[src/shared/pfd_map.svh]
// Constants for the phase/frequency detector block
`ifndef PFD_MAP_SVH
`define PFD_MAP_SVH

// Clock period of the sampling clock in ns (125 MHz)
`define PFD_CLK_PERIOD_NS 8
// Number of sampled inputs: reference and feedback
`define PFD_NUM_INPUTS 2
// Bit positions of the inputs inside the sampled input vector
`define PFD_IDX_REF 0
`define PFD_IDX_FB 1
// Reset value of the stored input levels
`define PFD_LEVEL_RESET 1'h0
// Reset values of the outputs
`define PFD_LOCK_RESET 1'h1
`define PFD_XOR_RESET 1'h0
`define PFD_DRIVE_RESET 1'h0
`define PFD_ENABLE_RESET 1'h0

`endif

[src/shared/pfd_pkg.sv]
// Types shared by the phase/frequency detector design files
package pfd_pkg;

  // Edge report for one sampled input
  typedef struct packed {
    logic level;
    logic rise;
    logic fall;
  } pfd_edge_type;

  // Output driver pair of the edge comparator
  typedef struct packed {
    logic pull_up;
    logic pull_down;
  } pfd_drive_type;

  // Drive mode of the edge comparator
  typedef enum logic [1:0] {
    mode_hiz,
    mode_up,
    mode_down
  } pfd_mode_type;

  // Twelve comparator states: mode plus reference and feedback levels.
  // Suffix gives reference then feedback level.
  // hiz_00/01/10/11 are states 1/6/7/8, up_* are 3/5/9/11, dn_* are 2/4/10/12.
  typedef enum logic [3:0] {
    st_hiz_00,
    st_hiz_01,
    st_hiz_10,
    st_hiz_11,
    st_up_00,
    st_up_01,
    st_up_10,
    st_up_11,
    st_dn_00,
    st_dn_01,
    st_dn_10,
    st_dn_11
  } pfd_state_type;

endpackage

[src/rtl/pfd_edge_sense.sv]
// Rising and falling edge sensing for the sampled comparator inputs
`timescale 1ns/10ps
`include "pfd_map.svh"

module pfd_edge_sense
  import pfd_pkg::*;
(
  input wire logic clk,
  input wire logic rst,
  input wire logic [`PFD_NUM_INPUTS-1:0] level_in,
  output pfd_edge_type [`PFD_NUM_INPUTS-1:0] edge_out
);

  logic [`PFD_NUM_INPUTS-1:0] last_level;
  logic [`PFD_NUM_INPUTS-1:0] next_last_level;

  genvar gi;
  generate
    for (gi = 0; gi < `PFD_NUM_INPUTS; gi++)
    begin : g_in
      // Edge is a difference between this sample and the last one
      always_comb
      begin
        next_last_level[gi] = level_in[gi];
        edge_out[gi].level = level_in[gi];
        edge_out[gi].rise = level_in[gi] & ~last_level[gi];
        edge_out[gi].fall = ~level_in[gi] & last_level[gi];
      end

      // Last level starts low, so an input high at release counts as a rise
      always_ff @(posedge clk or posedge rst)
      begin
        if (rst)
          last_level[gi] <= `PFD_LEVEL_RESET;
        else
          last_level[gi] <= next_last_level[gi];
      end
    end
  endgenerate

endmodule

[src/rtl/pfd_phase_detect.sv]
// Phase detection logic: exclusive-OR comparator, edge phase/frequency comparator, oscillator gating
//
// Overview of operation
// - Exclusive-OR output follows reference XOR feedback one clock after either input changes.
// - XOR comparator phase spans zero to half cycle, quarter cycle at centre.
// - Edge comparator reacts only to rising edges, independent of duty cycle.
// - Edge comparator has four storage bits and separate pull-up, pull-down drivers.
// - Reference faster than feedback: mostly pull-up, otherwise floating, never pull-down.
// - Reference slower than feedback: mostly pull-down, otherwise floating.
// - Equal frequency, reference lagging: pull-down for the phase difference each cycle.
// - Equal frequency, feedback lagging: pull-up for the phase difference each cycle.
// - In phase and frequency: both drivers released, output floats.
// - Lock pulse output high while the comparator is released.
// - States three, five, nine and eleven enable the pull-up driver.
// - States two, four, ten and twelve enable the pull-down driver.
// - States one, six, seven, eight: drivers off, lock pulse output high.
// - Every other state drives the lock pulse output low.
// - Each state change comes from one level change on one input.
// - With no reference activity the comparator pulls down, toward lowest frequency.
// - Low disable input runs oscillator and follower; high stops both.
`timescale 1ns/10ps
`include "pfd_map.svh"

module pfd_phase_detect
  import pfd_pkg::*;
(
  input wire logic clk,
  input wire logic rst,
  input wire logic reference_in,
  input wire logic feedback_in,
  input wire logic oscillator_disable,
  output logic xor_detect_out,
  output logic edge_detect_out,
  output logic edge_detect_oe_n,
  output logic lock_pulse_out,
  output logic osc_enable,
  output logic follower_enable
);

  pfd_edge_type [`PFD_NUM_INPUTS-1:0] edges;
  pfd_edge_type ref_edge;
  pfd_edge_type fb_edge;
  pfd_state_type state;
  pfd_state_type next_state;
  pfd_drive_type drive;
  pfd_drive_type next_drive;
  logic lock;
  logic next_lock;
  logic xor_q;
  logic next_xor_q;
  logic run;
  logic next_run;

  // Mode held by a state
  function automatic pfd_mode_type state_mode(input pfd_state_type st);
    pfd_mode_type m;
    m = mode_hiz;
    unique case (st)
      st_hiz_00, st_hiz_01, st_hiz_10, st_hiz_11: m = mode_hiz;
      st_up_00, st_up_01, st_up_10, st_up_11: m = mode_up;
      st_dn_00, st_dn_01, st_dn_10, st_dn_11: m = mode_down;
      // Four spare codes of the state word fall back to released
      default: m = mode_hiz;
    endcase
    return m;
  endfunction

  // State from mode and the two input levels
  function automatic pfd_state_type make_state(input pfd_mode_type m, input logic s, input logic c);
    pfd_state_type st;
    st = st_hiz_00;
    unique case (m)
      mode_up: st = s ? (c ? st_up_11 : st_up_10) : (c ? st_up_01 : st_up_00);
      mode_down: st = s ? (c ? st_dn_11 : st_dn_10) : (c ? st_dn_01 : st_dn_00);
      default: st = s ? (c ? st_hiz_11 : st_hiz_10) : (c ? st_hiz_01 : st_hiz_00);
    endcase
    return st;
  endfunction

  // Edge sensing on both comparator inputs
  pfd_edge_sense u_sense (
    .clk(clk),
    .rst(rst),
    .level_in({feedback_in, reference_in}),
    .edge_out(edges)
  );

  assign ref_edge = edges[`PFD_IDX_REF];
  assign fb_edge = edges[`PFD_IDX_FB];

  // Edge comparator: only rising edges move the mode, falling ones only track levels
  always_comb
  begin
    pfd_mode_type m;
    m = state_mode(state);
    if (ref_edge.rise)
      m = (m == mode_down) ? mode_hiz : mode_up;
    // Both rising in one sample is outside the assumed input set; applied as reference then feedback
    if (fb_edge.rise)
      m = (m == mode_up) ? mode_hiz : mode_down;
    next_state = make_state(m, ref_edge.level, fb_edge.level);
  end

  // Output decode from the next state, so outputs come straight from flip-flops
  always_comb
  begin
    next_drive = '{pull_up: 1'h0, pull_down: 1'h0};
    next_lock = 1'h0;
    unique case (state_mode(next_state))
      mode_up: next_drive.pull_up = 1'h1;
      mode_down: next_drive.pull_down = 1'h1;
      mode_hiz: next_lock = 1'h1;
      // Spare mode code never occurs; treated as released
      default: next_lock = 1'h1;
    endcase
  end

  // Exclusive-OR comparator; average phase sits mid-range at the centre frequency
  always_comb
  begin
    next_xor_q = reference_in ^ feedback_in;
    next_run = ~oscillator_disable;
  end

  // State and output registers; reset leaves the comparator released
  always_ff @(posedge clk or posedge rst)
  begin
    if (rst)
    begin
      state <= st_hiz_00;
      drive <= '{pull_up: `PFD_DRIVE_RESET, pull_down: `PFD_DRIVE_RESET};
      lock <= `PFD_LOCK_RESET;
      xor_q <= `PFD_XOR_RESET;
      run <= `PFD_ENABLE_RESET;
    end
    else
    begin
      state <= next_state;
      drive <= next_drive;
      lock <= next_lock;
      xor_q <= next_xor_q;
      run <= next_run;
    end
  end

  // Three-state output: enable low while either driver is on
  assign edge_detect_out = drive.pull_up;
  assign edge_detect_oe_n = ~(drive.pull_up | drive.pull_down);
  assign lock_pulse_out = lock;
  assign xor_detect_out = xor_q;
  assign osc_enable = run;
  assign follower_enable = run;

endmodule

[config.mk]
export PLATFORM = sky130hd
export DESIGN_NAME = pfd_phase_detect
export DESIGN_NICKNAME = d
export VERILOG_FILES = /design/src/shared/pfd_pkg.sv /design/src/rtl/pfd_edge_sense.sv /design/src/rtl/pfd_phase_detect.sv
export VERILOG_INCLUDE_DIRS = /design/src /design/src/shared
export SDC_FILE = /design/constraint.sdc
export NUM_CORES = 1
export LEC_CHECK = 0
export BUFFER_PORTS_ARGS = -buffer_cell sky130_fd_sc_hd__clkbuf_2
export CAP_MARGIN = 20
export CORE_AREA = 2 2 39 41
export DETAILED_ROUTE_END_ITERATION = 7
export DIE_AREA = 0 0 41 43
export HOLD_SLACK_MARGIN = 0.12
export PLACE_DENSITY = 0.47
export SKIP_LAST_GASP = 1
export SLEW_MARGIN = 10
export SYNTH_ARGS = -nofsm -noshare
export SYNTH_HDL_FRONTEND = slang
export SYNTH_SLANG_ARGS = --single-unit
[constraint.sdc]
create_clock -name clk -period 3.3 [get_ports clk]
set_input_delay 0.825 -clock clk [delete_from_list [all_inputs] [get_ports clk]]
set_output_delay 0.825 -clock clk [all_outputs]
set_load 0.02 [all_outputs]
* Yosys cells after proc, flatten, opt, wreduce, memory -nomap -nowiden *
Memory sizes are Yosys's and may differ from the RTL's.
Index checks and enable logic that the tools add are counted.

storage, ports and cells
  flip-flop bits (word level) = 11
  bits in latches = 0
  bits in writable memories = 0
  ROM bits = 64
  input port bits = 5
  output and inout port bits = 6
  logic and storage cells = 42
  memories = 2

memory list
  memory           words  bits a word  rd ports  clocked after memory_dff  write ports  line                    text
  (no name shown)  16     2            1         0                         0            pfd_phase_detect.sv:58  unique case (st)
  (no name shown)  16     2            1         0                         0            pfd_phase_detect.sv:58

operators by class
  $add $sub $neg = 0
  multipliers = 0
  divide/modulo/power cells = 0
  magnitude comparators = 0
  equal/unequal tests = 6
  shift-type cells = 0
  muxes and demuxes = 17
  bitwise operators = 8
  reductions and logical operators = 1

operator list
  operator                                                         number
  2-bit two-way mux                                                6
  1-bit two-way mux                                                10
  4-bit one-hot mux with 2 select lines                            1
  2-bit by 1-bit == test with 1-bit output, second input constant  3
  2-bit == test, second input constant                             3
  1-bit NOT                                                        4
  1-bit AND                                                        2
  2-bit OR reduction                                               1
  1-bit OR                                                         1
  1-bit XOR                                                        1

* Logic depth before layout (Yosys ltp) *
An unclocked memory read counts as a cell.

  depth after elaboration = 13
  gate-level depth with buffers = 4
  gate-level depth less buffers = 4

* Hierarchy *
Synthesis repeated with hierarchy kept, for this count alone.

unflattened totals
  cell total of the unflattened synthesis = 30
  area total of the unflattened synthesis = 340.3 um^2

by module, submodules not included
  module            times used  cells each  area an instance (um^2)  sequential area each (um^2)
  pfd_phase_detect  1           21          236.5                    126.4
  pfd_edge_sense    1           9           103.8                    50.0

* Worst setup path before layout *
Ideal clock, no wire load.

  kind = in2reg
  start = input port reference_in
  end = register state[2]
  setup time = 122 ps
  arrival = 1594 ps
  required time = 3178 ps
  slack = 1585 ps
  cell stages on the path = 4
  path buffers = 0
  path through = nor2b_4 > maj3_2 > and2_1 > ha_1

on the way
  longest elaborated chain between the ends = 7
  elaborated cells between the ends (all ways) = 8
  classes of those cells = 3 x eq/ne; 4 x mux; 1 x bitwise

ends and longest elaborated chain
  what                                                                       line                     text
  from (decl)                                                                pfd_phase_detect.sv:29   input wire logic reference_in,
  1-bit AND (*)                                                              pfd_edge_sense.sv:26     edge_out[gi].rise = level_in[gi] & ~last_level[gi];
  2-bit two-way mux (*)                                                      pfd_phase_detect.sv:96   if (ref_edge.rise)
  2-bit by 1-bit == test with 1-bit output                                   pfd_phase_detect.sv:100  m = (m == mode_up) ? mode_hiz : mode_down;
  2-bit two-way mux                                                          pfd_phase_detect.sv:100
  2-bit two-way mux (*)                                                      pfd_phase_detect.sv:99   if (fb_edge.rise)
  2-bit == test or 2-bit by 1-bit == test with 1-bit output (tied branches)  pfd_phase_detect.sv:72   unique case (m)
  4-bit one-hot mux with 2 select lines (*)                                  pfd_phase_detect.sv:72
  to (signal assigned)                                                       pfd_phase_detect.sv:130  state <= st_hiz_00;
  to (signal assigned)                                                       pfd_phase_detect.sv:138  state <= next_state;
  to (decl)                                                                  pfd_phase_detect.sv:43   pfd_state_type state;

Every way passes the cells marked *; elsewhere a longest branch is shown, timed or not.

==> flow_metrics.tcl <==
set metrics [dict create \
    r2r_end "state[2]" \
    utilization_pct 27.8 \
    detail_route.iter0.violations 0 \
    yosysSeqAreaShare_pct 59.7 \
    tightest_slew_ps 275 \
    vias 199 \
    maxSlewHeadroom_pct 81.7 \
    dp_hpwl_um 394 \
    synth_cell_type_count 14 \
    peakVddDrop_mv 0.131 \
    layout_commonest_cell "clkbuf_2" \
    crit_type "flop to output pin" \
    ff2ff_setup_slack_ps 2060 \
    fin_crit_sh_pct 52.6 \
    nets 44 \
    grt_max_degree 8 \
    dieArea_um2 1760 \
    crit_buf_inv 1 \
    wl_per_cell_um 9.06 \
    fin_crit_ps 1730 \
    grt_overflow 0 \
    via_per_inst 3.83 \
    rr_worst_depth 4 \
    drive_gt1_share_pct 44.4 \
    rows 14 \
    powerDensity_nw_per_um2 642 \
    post_cts_resized 0 \
    cts_tree "done" \
    clock_skew_ps 0.104 \
    critPathArrivalTime_ps 910 \
    yosys_warnings 0 \
    grt_pass1_wl_um 717 \
    postCtsSetupRepairBufs 0 \
    slowest_stage "dfrtp_1" \
    hold_path_class "input pin to async pin" \
    cts.sinks 7 \
    synth_nets 30 \
    status "finished clean" \
    cpPeakStageDelay_ps 390 \
    power.leakage_nw 0.199 \
    fin_cells 52 \
    setup_slack_ps 1570 \
    antennaDiodeCount 0 \
    drv_cap 0 \
    clk_path_buf_depth 2 \
    die_w_um 41 \
    synth_area_leaders "dfrtp_1 51%, dfstp_2 8.9%, ha_1 8.5%, nor2b_4 4.7%, nand2b_1 4.2%" \
    coreArea_um2 1380 \
    grt.total_usage_pct 6.98 \
    path_cells "nor2_1 -> clkbuf_2" \
    place.gp.congestion 0.741 \
    crit_family "flip-flops" \
    die_h_um 43 \
    cts_hold_buf 0 \
    cp_max_fo 3 \
    synthesis.instances 23 \
    critPathLaunchType "flop" \
    numPortBuffers 10 \
    postRouteAntennaNets 0 \
    rsz0062_at_grt "false" \
    final_cell_mix "10 x clkbuf_2, 6 x dfrtp_1, 3 x inv_1, 3 x clkbuf_4" \
    fin_hold_ws_ps 487 \
    cp-end-kind "output pin" \
    wl_um 471 \
    syn_avg_cell_area_um2 12.8 \
    required_ps 2470 \
    grt_pass1_vias 180 \
    finalSetupViolations 0 \
    cts_max_level 1 \
    synth_top_area_share_pct 50.8 \
    dp_cells 48 \
    synth_largest_area_cell "dfrtp_1" \
    clk_latency_ps 240 \
    r2r-start "state[1]" \
    drtPass1Iterations 1 \
    cts.clk_slew.worst_paths_ps 50 \
    cts_made_buffers 3 \
    start_util_pct 21.3 \
    antenna_found_initial 0 \
    drc 0 \
    ios 11 \
    setup_tns_ps 0 \
    clockRootBuffer "clkbuf_4" \
    syn_area_um2 295 \
    fmax_mhz 577 \
    finalHoldViolations 0 \
    synth-seq-cells 7 \
    area_growth_syn_to_layout_pct 30.1 \
    slew_violations 0 \
    pre_cts_slack_ps 1420 \
]
## Yosys cell counts
library cell	n
o22a_1	1
nor2_1	1
dfstp_2	1
nand2_1	1
inv_1	3
buf_4	1
and2_1	1
ha_1	2
o22ai_1	1
nor2b_4	1
nand2b_1	2
maj3_2	1
xor2_1	1
dfrtp_1	6
## power breakdown
part | switching [mW] | total [mW] | internal, mW
logic | 0.0379 | 0.0632 | 0.0253
registers | 0.00670 | 0.109 | 0.102
clock network | 0.0284 | 0.0744 | 0.0459
total | 0.0731 | 0.247 | 0.174
## registers in the layout, summed over array words and instances, names as in the netlist
register / count
follower_enable: 1
state: 4
xor_detect_out: 1
lock_pulse_out: 1
## per-stage QoR
stage	power (mW)	instance area, um2
final	0.247	384
after global routing	0.266	384
after CTS	0.253	384
after detailed placement	0.175	358
after global placement	0.174	358
after floorplan	0.154	295
## cell families (layout without fill, tap and decap cells)
group / count (synthesis) / count (layout) / synth area share [%]
AO/OA/AOI/OAI: 2 / 2 / 5.09
XOR/XNOR: 1 / 1 / 2.97
adder cells (fa/ha/maj): 3 / 3 / 12.3
buffers and inverters: 4 / 17 / 6.36
flip-flops: 7 / 7 / 59.7
AND/OR/NAND/NOR: 6 / 6 / 13.6
## routing by layer
layer	GRT usage [%]	part of all wire (%)	vias up
met2	9.06	47	7
met4	6.00	0.85	0
met3	6.28	9.8	2
li1	-	-	99
met5	0	0	-
met1	6.27	42	91
## worst max path at each step
stage / startpoint / end / slack [ps] / cells after the start
6_report: state[3] / edge_detect_oe_n / 1570 / 2
5_1_grt: state[3] / edge_detect_oe_n / 1500 / 2
4_1_cts: state[2] / edge_detect_oe_n / 1540 / 2
3_5_place_dp: reference_in / lock_pulse_out / 1420 / 5
3_3_place_gp: reference_in / lock_pulse_out / 1440 / 5
2_1_floorplan: reference_in / state[2] / 1580 / 4
## cell type report
| type | instances | area [um2] |
|---|---|---|
| clock buffers | 4 | 26.3 |
| fillers | 161 | 1000 |
| inverters | 3 | 11.3 |
| multi-input cells | 12 | 100 |
| flip-flops and latches | 7 | 176 |
| well taps | 16 | 20.0 |
| repair buffers | 10 | 50.0 |
Note: power is estimated with default switching activity, not from simulation.
